File: config.mk
export PLATFORM = sky130hd
export DESIGN_NAME = alarm_output
export DESIGN_NICKNAME = d
export VERILOG_FILES = /design/src/alarm_pkg.sv /design/src/alarm_output.sv
export SDC_FILE = /design/constraint.sdc
export NUM_CORES = 1
export LEC_CHECK = 0
export ABC_AREA = 1
export BUFFER_PORTS_ARGS = -buffer_cell sky130_fd_sc_hd__buf_4
export CAP_MARGIN = 0
export CORE_MARGIN = 8
export CORE_UTILIZATION = 64
export DETAILED_ROUTE_END_ITERATION = 10
export PLACE_DENSITY = 0.86
export SYNTH_ARGS = -nofsm -noshare
export SYNTH_HDL_FRONTEND = slang
export SYNTH_SLANG_ARGS = --single-unit
File: constraint.sdc
create_clock -name CLK -period 5 [get_ports CLK]
set_clock_uncertainty 0.1 [all_clocks]
set_input_delay 0.75 -clock CLK [delete_from_list [all_inputs] [get_ports CLK]]
set_output_delay 0.75 -clock CLK [all_outputs]
set_load 0.01 [all_outputs]
File: src/alarm_pkg.sv
// Purpose: Constants, register map and types of the alarm output and loop stall block
// Assumes: 100 MHz clock, AXI4-Lite register access with 32-bit data
// Notes:   Values are process units scaled by ten (one decimal place)
package alarm_pkg;

    localparam int unsigned CLK_HZ        = 100_000_000;
    localparam int unsigned SEC_CYCLES    = CLK_HZ;
    localparam int unsigned HALF_CYCLES   = CLK_HZ / 2;

    localparam logic [11:0] DELAY_MAX     = 12'he10;   // 3600 s
    localparam logic [13:0] WATCH_MAX     = 14'h270f;  // 9999 s
    localparam logic [13:0] WATCH_AUTO_MIN = 14'h0014; // 20 s
    localparam logic [13:0] BAND_MAX      = 14'h270f;  // 999.9
    localparam logic [13:0] BAND_AUTO_MIN = 14'h0014;  // 2.0
    localparam logic [13:0] BAND_AUTO_MAX = 14'h03e8;  // 100.0
    localparam logic [13:0] BAND_RESET    = 14'h0014;  // 2.0
    localparam logic [9:0]  OUT_FULL      = 10'h3e8;   // 100.0 %
    localparam logic [9:0]  OUT_ZERO      = 10'h000;

    localparam logic [7:0] ADDR_CTRL   = 8'h00;
    localparam logic [7:0] ADDR_DELAY  = 8'h04;
    localparam logic [7:0] ADDR_WATCH  = 8'h08;
    localparam logic [7:0] ADDR_BAND   = 8'h0c;
    localparam logic [7:0] ADDR_STATUS = 8'h10;
    localparam logic [7:0] ADDR_LIMITS = 8'h14;

    localparam int CTRL_NC      = 0;
    localparam int CTRL_LATCH   = 1;
    localparam int CTRL_COOL    = 2;
    localparam int CTRL_STALL   = 3;
    localparam int CTRL_INIT    = 4;
    localparam int DELAY_OFF_LSB = 16;

    localparam logic [1:0] RESP_OKAY   = 2'h0;
    localparam logic [1:0] RESP_SLVERR = 2'h2;

    typedef enum logic [1:0] {
        WAIT_IDLE  = 2'b00,
        WAIT_ON    = 2'b01,
        WAIT_OFF   = 2'b10
    } delay_state_t;

    typedef struct packed {
        logic [13:0] process_value;
        logic [9:0]  manipulated_output;
        logic        running;
        logic        auto_tune;
        logic        manual;
        logic        ramping;
        logic        sensor_break;
        logic        input_over_range;
        logic        input_under_range;
        logic        trip;
    } loop_status_t;

    typedef struct packed {
        logic        set_value_change;
        logic        correction_change;
        logic        input_type_change;
        logic        tune_done;
        logic [13:0] tuned_integral;
        logic [13:0] tuned_band;
    } loop_event_t;

endpackage

File: src/alarm_output.sv
// Purpose: One alarm channel: contact polarity, on/off delays, loop stall detection
// Assumes: Loop inputs synchronous to CLK; events are one-cycle pulses
// Notes:   Registers over AXI4-Lite; second ticks from a clock divider
// Overview of operation
// Open-when-idle polarity: contact open while idle, closed while alarm active.
// Closed-when-idle polarity: contact closed while idle, open while alarm active.
// Indicator lit while alarm active, dark otherwise, whatever the polarity.
// While a delay runs, output holds and indicator flashes each half second.
// On-delay elapses, condition rechecked, output set only if still true.
// Off-delay elapses, condition rechecked, output cleared only if still clear.
// On and off delays take 0 to 3600 seconds, default zero.
// Heating: full output without rise, or zero without fall, raises stall.
// Cooling: zero output without rise, or full without fall, raises stall.
// Tuning, manual, stop or ramp suppress stall checks unless input fault.
// Init, mode change or zero time/band restart timer and clear stall.
// Correction or set value change restarts timer, keeps stall state.
// Output change, stop or tune start restart timer; standard mode clears.
// Sensor break or input range fault forces stall alarm on.
// Alarm reset restarts the stall watch start time.
// Stall detection works only when the channel selects stall mode.
// Tune completion stores twice the integral time as watch time.
// Watch time 0 to 9999 s, default 0; auto value clamped 20..9999.
// Band up to 999.9, default 2.0; auto band clamped 2.0..100.0.
// Stored time and band kept unless input type, retune or manual set.
// Output moving off a limit keeps restarting the watch timer.
// Standard mode: the expected rise or fall beyond band in a full watch clears the alarm.
// Counters step on a divided one-second tick; flash uses half second.
module alarm_output
    import alarm_pkg::*;
(
    input  wire logic         CLK,
    input  wire logic         RST,
    input  wire loop_status_t LOOP,
    input  wire loop_event_t  EVENTS,
    input  wire logic         ALARM_RESET,
    output logic              CONTACT,
    output logic              INDICATOR,
    input  wire logic [7:0]   AWADDR,
    input  wire logic         AWVALID,
    output logic              AWREADY,
    input  wire logic [31:0]  WDATA,
    input  wire logic [3:0]   WSTRB,
    input  wire logic         WVALID,
    output logic              WREADY,
    output logic [1:0]        BRESP,
    output logic              BVALID,
    input  wire logic         BREADY,
    input  wire logic [7:0]   ARADDR,
    input  wire logic         ARVALID,
    output logic              ARREADY,
    output logic [31:0]       RDATA,
    output logic [1:0]        RRESP,
    output logic              RVALID,
    input  wire logic         RREADY
);

    function automatic logic [13:0] clamp(input logic [14:0] v, input logic [13:0] lo,
                                          input logic [13:0] hi);
        if (v < {1'b0, lo}) return lo;
        if (v > {1'b0, hi}) return hi;
        return v[13:0];
    endfunction

    function automatic logic [11:0] sat_delay(input logic [15:0] v);
        return (v > {4'h0, DELAY_MAX}) ? DELAY_MAX : v[11:0];
    endfunction

    logic [26:0]   div_count;
    logic          tick_sec;
    logic [25:0]   half_count;
    logic          flash;
    logic [5:0]    ctrl;
    logic [11:0]   on_delay;
    logic [11:0]   off_delay;
    logic [13:0]   watch_time;
    logic [13:0]   stall_detect_band;
    logic          aw_held;
    logic          w_held;
    logic [7:0]    aw_addr;
    logic [31:0]   w_data;
    logic [3:0]    w_strb;
    logic          do_write;
    logic          wr_ok;
    delay_state_t  dstate;
    logic [11:0]   delay_count;
    logic          alarm_active;
    logic          loop_stall_alarm;
    logic [13:0]   watch_count;
    logic [13:0]   pv_start;
    logic [9:0]    out_prev;
    logic          running_prev;
    logic          tune_prev;
    logic          cool_prev;
    logic          trigger;
    logic          at_full;
    logic          at_zero;
    logic          suppress;
    logic          input_fault;
    logic          zero_cfg;
    logic          restart_clear;
    logic          restart_keep;
    logic          restart_std;
    logic          rose;
    logic          fell;
    logic [14:0]   tuned_twice;
    logic          manual_watch;
    logic          manual_band;

    // Second tick and half-second flash
    always_ff @(posedge CLK) begin
        if (RST || div_count == 27'(SEC_CYCLES - 1)) begin
            div_count <= '0;
        end else begin
            div_count <= div_count + 27'h1;
        end
    end
    assign tick_sec = (div_count == 27'(SEC_CYCLES - 1));

    always_ff @(posedge CLK) begin
        if (RST) begin
            half_count <= '0;
            flash      <= 1'b0;
        end else if (half_count == 26'(HALF_CYCLES - 1)) begin
            half_count <= '0;
            flash      <= ~flash;
        end else begin
            half_count <= half_count + 26'h1;
        end
    end

    // AXI4-Lite write side
    assign AWREADY  = !aw_held && !BVALID;
    assign WREADY   = !w_held && !BVALID;
    assign do_write = aw_held && w_held && !BVALID;
    assign wr_ok    = aw_addr == ADDR_CTRL || aw_addr == ADDR_DELAY ||
                      aw_addr == ADDR_WATCH || aw_addr == ADDR_BAND;
    assign manual_watch = do_write && aw_addr == ADDR_WATCH && w_strb[0];
    assign manual_band  = do_write && aw_addr == ADDR_BAND && w_strb[0];

    always_ff @(posedge CLK) begin
        if (RST) begin
            aw_held <= 1'b0;
            w_held  <= 1'b0;
            aw_addr <= '0;
            w_data  <= '0;
            w_strb  <= '0;
            BVALID  <= 1'b0;
            BRESP   <= RESP_OKAY;
        end else begin
            if (AWVALID && AWREADY) begin
                aw_held <= 1'b1;
                aw_addr <= AWADDR;
            end
            if (WVALID && WREADY) begin
                w_held <= 1'b1;
                w_data <= WDATA;
                w_strb <= WSTRB;
            end
            if (do_write) begin
                aw_held <= 1'b0;
                w_held  <= 1'b0;
                BVALID  <= 1'b1;
                BRESP   <= wr_ok ? RESP_OKAY : RESP_SLVERR;
            end else if (BVALID && BREADY) begin
                BVALID <= 1'b0;
            end
        end
    end

    // Configuration registers
    always_ff @(posedge CLK) begin
        if (RST) begin
            ctrl      <= '0;
            on_delay  <= '0;
            off_delay <= '0;
        end else if (do_write && aw_addr == ADDR_CTRL && w_strb[0]) begin
            ctrl <= {1'b0, w_data[4:0]};
        end else if (do_write && aw_addr == ADDR_DELAY) begin
            if (w_strb[1:0] == 2'h3) begin
                on_delay <= sat_delay(w_data[15:0]);
            end
            if (w_strb[3:2] == 2'h3) begin
                off_delay <= sat_delay(w_data[31:16]);
            end
        end else begin
            ctrl[CTRL_INIT] <= 1'b0;
        end
    end

    assign tuned_twice = {EVENTS.tuned_integral, 1'b0};

    always_ff @(posedge CLK) begin
        if (RST || EVENTS.input_type_change) begin
            watch_time        <= '0;
            stall_detect_band <= BAND_RESET;
        end else if (EVENTS.tune_done) begin
            watch_time        <= clamp(tuned_twice, WATCH_AUTO_MIN, WATCH_MAX);
            stall_detect_band <= clamp({1'b0, EVENTS.tuned_band}, BAND_AUTO_MIN,
                                       BAND_AUTO_MAX);
        end else begin
            if (manual_watch) begin
                watch_time <= clamp({1'b0, w_data[13:0]}, 14'h0000, WATCH_MAX);
            end
            if (manual_band) begin
                stall_detect_band <= clamp({1'b0, w_data[13:0]}, 14'h0000, BAND_MAX);
            end
        end
    end

    // AXI4-Lite read side
    assign ARREADY = !RVALID;

    always_ff @(posedge CLK) begin
        if (RST) begin
            RVALID <= 1'b0;
            RDATA  <= '0;
            RRESP  <= RESP_OKAY;
        end else if (ARVALID && ARREADY) begin
            RVALID <= 1'b1;
            RRESP  <= RESP_OKAY;
            case (ARADDR)
                ADDR_CTRL:   RDATA <= {26'h0, ctrl};
                ADDR_DELAY:  RDATA <= {4'h0, off_delay, 4'h0, on_delay};
                ADDR_WATCH:  RDATA <= {18'h0, watch_time};
                ADDR_BAND:   RDATA <= {18'h0, stall_detect_band};
                ADDR_STATUS: RDATA <= {12'h0, 2'(dstate), watch_count,
                                       loop_stall_alarm, alarm_active, CONTACT, INDICATOR};
                ADDR_LIMITS: RDATA <= {4'h0, delay_count, 16'h0};
                default: begin
                    RDATA <= '0;
                    RRESP <= RESP_SLVERR;
                end
            endcase
        end else if (RVALID && RREADY) begin
            RVALID <= 1'b0;
        end
    end

    // Loop stall detection
    assign at_full     = LOOP.manipulated_output >= OUT_FULL;
    assign at_zero     = LOOP.manipulated_output == OUT_ZERO;
    assign input_fault = LOOP.sensor_break || LOOP.input_over_range || LOOP.input_under_range;
    assign suppress    = LOOP.auto_tune || LOOP.manual || !LOOP.running || LOOP.ramping;
    assign zero_cfg    = watch_time == '0 || stall_detect_band == '0;
    assign rose        = {1'b0, LOOP.process_value} >=
                         {1'b0, pv_start} + {1'b0, stall_detect_band};
    assign fell        = {1'b0, pv_start} >=
                         {1'b0, LOOP.process_value} + {1'b0, stall_detect_band};
    assign restart_clear = ctrl[CTRL_INIT] || (ctrl[CTRL_COOL] != cool_prev) || zero_cfg;
    assign restart_keep  = EVENTS.correction_change || EVENTS.set_value_change ||
                           ALARM_RESET;
    assign restart_std   = (LOOP.manipulated_output != out_prev) ||
                           (running_prev && !LOOP.running) ||
                           (LOOP.auto_tune && !tune_prev);

    always_ff @(posedge CLK) begin
        if (RST) begin
            out_prev     <= '0;
            running_prev <= 1'b0;
            tune_prev    <= 1'b0;
            cool_prev    <= 1'b0;
        end else begin
            out_prev     <= LOOP.manipulated_output;
            running_prev <= LOOP.running;
            tune_prev    <= LOOP.auto_tune;
            cool_prev    <= ctrl[CTRL_COOL];
        end
    end

    always_ff @(posedge CLK) begin
        if (RST || !ctrl[CTRL_STALL]) begin
            loop_stall_alarm <= 1'b0;
            watch_count      <= '0;
            pv_start         <= '0;
        end else if (input_fault) begin
            loop_stall_alarm <= 1'b1;
        end else if (restart_clear) begin
            loop_stall_alarm <= 1'b0;
            watch_count      <= '0;
            pv_start         <= LOOP.process_value;
        end else if (restart_keep || restart_std || suppress || !(at_full || at_zero)) begin
            watch_count <= '0;
            pv_start    <= LOOP.process_value;
            if (restart_std && !ctrl[CTRL_LATCH]) begin
                loop_stall_alarm <= 1'b0;
            end
        end else if (tick_sec) begin
            if (watch_count + 14'h1 >= watch_time) begin
                watch_count <= '0;
                pv_start    <= LOOP.process_value;
                if ((at_full != ctrl[CTRL_COOL]) ? !rose : !fell) begin
                    loop_stall_alarm <= 1'b1;
                end else if (!ctrl[CTRL_LATCH]) begin
                    loop_stall_alarm <= 1'b0;
                end
            end else begin
                watch_count <= watch_count + 14'h1;
            end
        end
    end

    // On and off delay of the alarm output
    assign trigger = ctrl[CTRL_STALL] ? loop_stall_alarm : LOOP.trip;

    always_ff @(posedge CLK) begin
        if (RST) begin
            dstate       <= WAIT_IDLE;
            delay_count  <= '0;
            alarm_active <= 1'b0;
        end else begin
            case (dstate)
                WAIT_IDLE: begin
                    delay_count <= '0;
                    if (trigger && !alarm_active) begin
                        if (on_delay == '0) begin
                            alarm_active <= 1'b1;
                        end else begin
                            dstate <= WAIT_ON;
                        end
                    end else if (!trigger && alarm_active) begin
                        if (off_delay == '0) begin
                            alarm_active <= 1'b0;
                        end else begin
                            dstate <= WAIT_OFF;
                        end
                    end
                end
                WAIT_ON: begin
                    if (tick_sec) begin
                        delay_count <= delay_count + 12'h1;
                        if (delay_count + 12'h1 >= on_delay) begin
                            alarm_active <= trigger;
                            dstate       <= WAIT_IDLE;
                        end
                    end
                end
                WAIT_OFF: begin
                    if (tick_sec) begin
                        delay_count <= delay_count + 12'h1;
                        if (delay_count + 12'h1 >= off_delay) begin
                            alarm_active <= trigger;
                            dstate       <= WAIT_IDLE;
                        end
                    end
                end
                default: dstate <= WAIT_IDLE;
            endcase
        end
    end

    // Contact and indicator
    always_ff @(posedge CLK) begin
        if (RST) begin
            CONTACT   <= 1'b0;
            INDICATOR <= 1'b0;
        end else begin
            CONTACT <= alarm_active ^ ctrl[CTRL_NC];
            if (dstate != WAIT_IDLE) begin
                INDICATOR <= flash;
            end else begin
                INDICATOR <= alarm_active;
            end
        end
    end

    hold_during_delay_a: assert property (@(posedge CLK) disable iff (RST)
        dstate != WAIT_IDLE && $past(dstate) != WAIT_IDLE |-> $stable(alarm_active))
        else $error("Alarm changed while delay running");

    polarity_a: assert property (@(posedge CLK) disable iff (RST)
        !$past(RST) |-> CONTACT == ($past(alarm_active) ^ $past(ctrl[CTRL_NC])))
        else $error("Contact does not follow alarm and polarity");

    indicator_a: assert property (@(posedge CLK) disable iff (RST)
        $past(dstate) == WAIT_IDLE |-> INDICATOR == $past(alarm_active))
        else $error("Indicator does not show alarm");

    fault_forces_a: assert property (@(posedge CLK) disable iff (RST)
        ctrl[CTRL_STALL] && input_fault |=> loop_stall_alarm)
        else $error("Input fault did not raise stall alarm");

    stall_enable_a: assert property (@(posedge CLK) disable iff (RST)
        !ctrl[CTRL_STALL] |=> !loop_stall_alarm)
        else $error("Stall alarm set while disabled");

    init_clear_a: assert property (@(posedge CLK) disable iff (RST)
        ctrl[CTRL_STALL] && !input_fault && restart_clear
        |=> !loop_stall_alarm && watch_count == 0)
        else $error("Restart did not clear stall alarm");

    delay_limit_a: assert property (@(posedge CLK) disable iff (RST)
        on_delay <= DELAY_MAX && off_delay <= DELAY_MAX)
        else $error("Delay setting above range");

    watch_limit_a: assert property (@(posedge CLK) disable iff (RST)
        $rose(EVENTS.tune_done) && !EVENTS.input_type_change |=> watch_time >= WATCH_AUTO_MIN)
        else $error("Auto watch time below floor");

    band_limit_a: assert property (@(posedge CLK) disable iff (RST)
        EVENTS.tune_done && !EVENTS.input_type_change |=> stall_detect_band <= BAND_AUTO_MAX)
        else $error("Auto band above ceiling");

    keep_state_a: assert property (@(posedge CLK) disable iff (RST)
        ctrl[CTRL_STALL] && EVENTS.set_value_change && !input_fault && !restart_clear
        && !restart_std |=> $stable(loop_stall_alarm) && watch_count == 0)
        else $error("Set value change altered stall alarm");

endmodule // alarm_output

==> results of run 1 <==
-- power by group through the flow --
stage,Clock [mW],Combinational [mW],Sequential [mW]
final,2.07,0.526,2.09
after global routing,2.16,0.588,2.09
after CTS,2.08,0.519,2.08
after detailed placement,0,0.514,2.13
after global placement,0,0.499,2.12
after floorplan,0,0.333,2.11
-- area by class of cell --
class | instances | area, um2
Multi-Input combinational cell | 1488 | 8192
Sequential cell | 248 | 4965
Clock buffer | 35 | 734.5
Antenna cell | 4 | 10.01
Timing Repair Buffer | 167 | 1254
Tap cell | 285 | 356.6
Fill cell | 1800 | 5694
Inverter | 295 | 1107
Clock inverter | 11 | 190.2
-- worst max-delay path by stage --
stage	depth (start not counted)	slack [ns]	start	to
final	19	1.08	watch_count[0]	watch_count[9]
after global routing	19	0.68	watch_count[0]	watch_count[7]
after CTS	19	1.13	watch_count[0]	watch_count[6]
after detailed placement	19	1.14	watch_count[0]	watch_count[6]
after global placement	23	1.17	LOOP[18]	loop_stall_alarm
after floorplan	22	1.55	LOOP[18]	loop_stall_alarm
-- per-stage QoR --
step | setup slack [ns] | hold WS (ns) | total power, mW | instances
finish | 1.085 | 0.3159 | 4.679 | 2533
global route | 0.6810 | 0.3131 | 4.842 | 2533
CTS | 1.126 | 0.2998 | 4.683 | 2529
detailed placement | 1.137 | 0.3516 | 2.640 | 2483
global placement | 1.169 | 0.3342 | 2.622 | 2483
floorplan | 1.546 | 0.3210 | 2.447 | 2099
-- state kept, by name, summed over array words and instances (netlist names), 2 cells and up --
register	count
half_count	26
watch_count	14
ctrl	5
RDATA	28
pv_start	14
w_strb	4
stall_detect_band	14
delay_count	12
dstate	2
off_delay	12
watch_time	14
w_data	32
out_prev	10
div_count	27
on_delay	12
aw_addr	8
-- metal layers --
layer,up-vias,wire (um),track usage [%]
li1,7183,-,-
met1,6634,17410,35.70
met2,591,19970,50.11
met3,118,3318,5.437
met4,0,1540,11.16
met5,-,0,0
-- worst register-to-register path: cells and delay by family, from the launching register on --
kind | cells | cell delay, ns
AND/OR/NAND/NOR | 13 | 1.97
adder cells (fa/ha/maj) | 2 | 0.49
buffers and inverters | 3 | 0.62
flip-flops | 1 | 0.44
XOR/XNOR | 1 | 0.17
-- placed cells by master (no fill, tap or decap), types with 17 or more instances in the layout --
| cell | count |
|---|---|
| nand3_1 | 73 |
| nand4_1 | 48 |
| nor4_1 | 21 |
| o22ai_1 | 19 |
| dfxtp_1 | 248 |
| ha_1 | 102 |
| a21oi_1 | 188 |
| nor3_2 | 17 |
| inv_1 | 287 |
| clkbuf_16 | 26 |
| nor3_1 | 58 |
| buf_4 | 167 |
| nor2_1 | 232 |
| o21ai_0 | 141 |
| xor2_1 | 53 |
| nand2_1 | 397 |
-- synthesized netlist by cell type, types with 3 or more instances --
cell type  count  area share, %
o21bai_1       3           0.15
nand4_1       48            2.1
ha_1         102            8.8
nor2_1       233            6.0
a21boi_0       4           0.21
dfxtp_1      248             34
a31oi_1       15           0.64
o21a_1         4           0.21
nor3b_1        9           0.46
inv_2          8           0.21
a211oi_1       3           0.15
o211ai_1      10           0.51
clkbuf_1      45            1.2
o22ai_1       19           0.82
xnor2_1       14           0.84
buf_4          7           0.36
nor4_1        21           0.90
nand3_1       73            2.5
nor2_2        13           0.56
o221ai_1       9           0.54
nor3_1        58            2.0
xor2_1        53            3.2
a21oi_1      188            6.5
nor3_2        17            1.2
o31ai_1       10           0.51
buf_2          9           0.31
nand2_2        3           0.13
buf_1          3          0.077
o21ai_0      141            4.8
or2_2          7           0.30
inv_1        287            7.4
o21ai_1        3           0.10
nand2_1      397             10
-- logic make-up after synthesis --
family | share of synthesized area, %
AND/OR/NAND/NOR | 27.39
other | 0.02572
AO/OA/AOI/OAI | 15.58
XOR/XNOR | 4.025
flip-flops | 34.06
buffers and inverters | 9.896
adder cells (fa/ha/maj) | 9.029
==> metrics, run 1 <==
Min-Delay Path Class input port to register; Worst-path clk slew 0.06 ns; status finished clean; Crit Reg-Reg Endpoint watch_count[9]; Sw Ratio 25.61%; Max rail drop VDD roughly 0.00025 V; Reg2Reg Depth 19; via/cell ratio ~5.7; CP most frequent cell nand2_1; clk sinks between 200 and 250; CP Buf/Inv Count 3; total CTS buffers 26; area grow syn2layout 15.30%; synthesized area per cell about 7.0 um2; die width ~170 um; Max-Cap Viols 0; f_max about 260 MHz; Slew Viols, Final 0; Die Span Y roughly 170 um; die area about 0.028 mm2; Yosys cell types 55; Rows 55; DRT iter0 DRCs about 1,300; Post-synth EDFFs 0; Hold Path Sink running_prev; global route overflow 0; Crit-path slowest cell inv_2; Leak around 7.4 nW; GRT Overall Usage 29.19%; critical path class register to register; area of the mapped netlist around 0.015 mm2; Critical R2R Launch watch_count[0]; synth warn 0; clock root cell clkbuf_16; PD cells 278.4 mW/mm2; Mapped Cells 2,094; WL final between 40,000 and 50,000 um; TritonRoute pass-1 iters 8; Area after DPL about 0.016 mm2; Critical Path RT ~5.3 ns; critical path capture point type register; Sequential Power Share between 40% and 50%; Max FO, Critical Path 30; Final Util approximately three quarters; Hold Startpoint LOOP[7]; Setup TNS 0 ns; Final Cycle Share around 80%; WHS Path Cells 3; Seq cells post-synth between 200 and 250; antenna violations before repair 4; H-tree depth 1; largest net degree at the start of global routing 77; worst-skew pair later-pin latency approximately 0.55 ns; core box area 0.02250 mm2; IO Port Bufs between 150 and 200; Post-layout nets approximately 2,500; cells along the critical path ha_1 > nand2_1 > nor2_1 > nand4_1 > nor2_1 > nand2_1 > nor3_1 > xor2_1 > inv_1 > ha_1 > nand2_1 > nor4_1 > nand2_1 > nand3_1 > nor2_1 > inv_1 > nand3_4 > inv_2 > nor3_2; Psw about 1.2 mW; Ports ~170; vias in the first global route 14,110; Post-DRT Antenna Nets 0; TritonCTS clock tree built; average wire per standard cell 16.68 um; Worst-Margin Slew 1.037 ns; Largest stage delay, worst path between 0.4 and 0.5 ns; Starting Density approximately two thirds; Critical Path AT 4.24 ns; Resize count post-CTS 0; post-layout min period 3.915 ns; R2R setup slack ~1.1 ns; share of cells above drive strength 1 12.08%; sequential share of the synthesized area 34.06%; worst-case clock buffer depth 3; Worst setup SP type register; total internal power about 3.5 mW; Final Cell Area roughly 0.017 mm2; Clock Power Share roughly 44%; Post-synth ARST share 0%; HPWL after DPL 32,290 um; Top Family by Delay on Critical Path simple AND/OR/NAND/NOR gates; RSZ-0062 raised after global routing no; DRC violations left 0; Hold Vio Cnt, Final 0; Setup Fix Bufs, Post-CTS 0; gp weighted congestion ~1.0; Post-synth top flop dfxtp_1; relative slew slack slightly above 30%; number of hold buffers added after CTS 0; wire length of the first global-routing pass approximately 69,000 um; Final setup viols 0; combinational fraction of design power between 10% and 20%; vias post-DR 14,530
(Power assumes the default switching activity.)
==> run 2: changes to the inputs <==
--- a/config.mk
+++ b/config.mk
@@ -9,9 +9,9 @@
 export BUFFER_PORTS_ARGS = -buffer_cell sky130_fd_sc_hd__buf_4
 export CAP_MARGIN = 0
 export CORE_MARGIN = 8
-export CORE_UTILIZATION = 64
+export CORE_UTILIZATION = 54
 export DETAILED_ROUTE_END_ITERATION = 10
-export PLACE_DENSITY = 0.86
+export PLACE_DENSITY = 0.78
 export SYNTH_ARGS = -nofsm -noshare
 export SYNTH_HDL_FRONTEND = slang
 export SYNTH_SLANG_ARGS = --single-unit
==> constraint.sdc (replaced) <==
create_clock -name CLK -period 3.2 [get_ports CLK]
set_clock_uncertainty 0.1 [all_clocks]
set_input_delay 0.48 -clock CLK [delete_from_list [all_inputs] [get_ports CLK]]
set_output_delay 0.48 -clock CLK [all_outputs]
set_load 0.01 [all_outputs]
==> metrics, run 2 (synthesis results as in run 1) <==
clock root cell clkbuf_16; total internal power 5.463 mW (+57%); Max FO, Critical Path 7 (-77%); relative slew slack 40.62% (+9.8 points); fin worst setup slack -0.07629 ns (-1.161 ns); Min-Delay Path Class input port to register; global route overflow 0 (unchanged); Top reg by flops w_data; antenna violations before repair 0 (-4); TritonCTS clock tree built; vias post-DR 14,850 (+2.3%); die width 180.3 um (+8.0%); Rows 60 (+9.1%); H-tree depth 1 (unchanged); Worst-path clk slew 0.06 ns (about the same); total CTS buffers 27 (+3.8%); RSZ-0062 raised after global routing yes; Die Span Y 180.3 um (+8.0%); WHS Path Cells 3 (unchanged); GRT Overall Usage 24.93% (-4.3 points); Reg2Reg Depth 20 (+1); Hold Path Sink running_prev; f_max 305.2 MHz (+20%); Final Util 66.39% (-8.3 points); IO Port Bufs 160 (unchanged); commonest non-fill, non-tap cell in the layout nand2_1; Slew Viols, Final 0 (unchanged); via/cell ratio 5.596 (-2.4%); Starting Density 54.55% (-10 points); Final Cycle Share 102.4% (+24 points); Pwr Total 7.370 mW (+58%); post-layout min period 3.276 ns (-0.6390 ns); Hold Vio Cnt, Final 0 (unchanged); Post-DRT Antenna Nets 0 (unchanged); Final setup viols 13 (+13); combinational fraction of design power 12.2% (+0.9 points); Clock Power Share 43.6% (-0.6 points); area grow syn2layout 21.72%; Antenna Cells 0 (-4); Worst-Margin Slew 0.8906 ns (-0.1466 ns); Critical R2R Launch watch_count[1]; gp weighted congestion 0.9713 (-6.4%); PD cells 415.4 mW/mm2 (+49%); Crit Reg-Reg Endpoint pv_start[13]; worst-skew pair later-pin latency 0.54 ns (about the same); number of hold buffers added after CTS 0 (unchanged); average wire per standard cell 16.41 um (-1.6%); WL final 43,540 um (+3.1%); Max rail drop VDD 0.0003147 V (+24%); Sequential Power Share 44.2% (-0.4 points); violated checks negative setup slack; DRT iter0 DRCs 1,180 (-5.8%); Psw 1.907 mW (+59%); Critical Path AT 3.60 ns (-0.64 ns); worst-case clock buffer depth 3 (unchanged); largest net degree at the start of global routing 76 (-1.3%); wire length of the first global-routing pass 68,680 um (+0.14%); Post-layout nets 2,522 (+2.8%); TritonRoute pass-1 iters 7 (-1); Critical Path RT 3.52 ns (-1.80 ns); Sw Ratio 25.88% (+0.26 points); critical path class register to register; die area 0.03251 mm2 (+17%); clk sinks 248 (unchanged); HPWL after DPL 32,670 um (+1.2%); DRC violations left 0 (unchanged); biggest regs w_data (32), RDATA (28), div_count (27); critical path capture point type register; R2R setup slack -0.08 ns (-1.16 ns); Leak 7.854 nW (+5.6%); Hold Startpoint LOOP[7]; status complete, but fails checks; share of cells above drive strength 1 17.47% (+5.4 points); number of flip-flops in the largest register 32 (unchanged); most frequent cells in the layout nand2_1, inv_1, dfxtp_1; Ports 167 (unchanged); Worst setup SP type register; hold slack final 0.07550 ns (-0.2404 ns); Max-Cap Viols 0 (unchanged); core box area 0.02673 mm2 (+19%); vias in the first global route 13,940 (-1.2%)
[run 2: cell types whose count changed in the layout (fill, tap and decap cells not counted), sizes merged]
cell      change
diode         -4
clkbuf        +1
buf          +65
clkinv        +1
clkinvlp      +2
[run 2: cell type report]
type | instances | area [um2]
Clock buffer | 34 | 721.9
Clock inverter | 14 | 181.4
Fill cell | 2316 | 8982
Inverter | 295 | 1110
Multi-Input combinational cell | 1488 | 8519
Sequential cell | 248 | 4972
Tap cell | 341 | 426.7
Timing Repair Buffer | 234 | 1812
[run 2: repair_timing]
item                       CTS  global route
hold endpoints to repair     0             0
setup endpoints to repair   18            32
setup buffers                1             9
resized for setup           11            82
cloned                       0             3
pin swaps                    2            31
[run 2: through the flow]
stage,area [um2],std cells,setup WS [ns],setup TNS [ns]
2_1_floorplan,14600,2099,0.01592,0
3_3_place_gp,16360,2593,-0.2337,-0.2337
3_5_place_dp,16360,2593,-0.2915,-0.3522
4_1_cts,17300,2642,0.006177,0
5_1_grt,17740,2654,-0.2259,-4.447
6_report,17740,2654,-0.07629,-0.6033
[run 2: worst max-delay path by stage]
stage / start / end / slack (ns) / depth (start not counted)
detailed placement: LOOP[18] / loop_stall_alarm / -0.29 / 23
floorplan: LOOP[18] / loop_stall_alarm / 0.02 / 22
global route: watch_count[1] / pv_start[13] / -0.23 / 20
CTS: stall_detect_band[0] / loop_stall_alarm / 0.006 / 20
global placement: LOOP[18] / loop_stall_alarm / -0.23 / 23
finish: watch_count[1] / pv_start[13] / -0.08 / 20
[run 2: power by group through the flow]
stage / Sequential, mW / Combinational (mW) / Clock [mW]
after floorplan: 3.30 / 0.520 / 0
after global placement: 3.32 / 0.817 / 0
after detailed placement: 3.32 / 0.837 / 0
after CTS: 3.25 / 0.844 / 3.25
after global routing: 3.27 / 0.995 / 3.39
final: 3.26 / 0.901 / 3.21
[run 2: critical path, cell delays in order (launching register included)]
cell	delay [ns]
dfxtp_2	0.35
ha_4	0.16
nand2_4	0.06
nor2_4	0.12
nand4_1	0.12
nor2_2	0.16
nand2_1	0.09
nor3_2	0.21
xor2_1	0.22
inv_2	0.09
ha_4	0.27
nand2_4	0.07
nor3_4	0.22
nand3_2	0.11
nand3_2	0.12
nor2_4	0.04
inv_2	0.06
nand3_4	0.18
buf_12	0.22
o21ai_2	0.12
nor2_1	0.06
[run 2: layer usage]
| layer | GRT usage [%] | up-vias | part of all wire [%] |
|---|---|---|---|
| met5 | 0 | - | 0 |
| met4 | 7.738 | 0 | 3.1 |
| met3 | 5.383 | 101 | 8.4 |
| met2 | 41.28 | 579 | 45 |
| met1 | 31.96 | 6870 | 43 |
| li1 | - | 7303 | - |
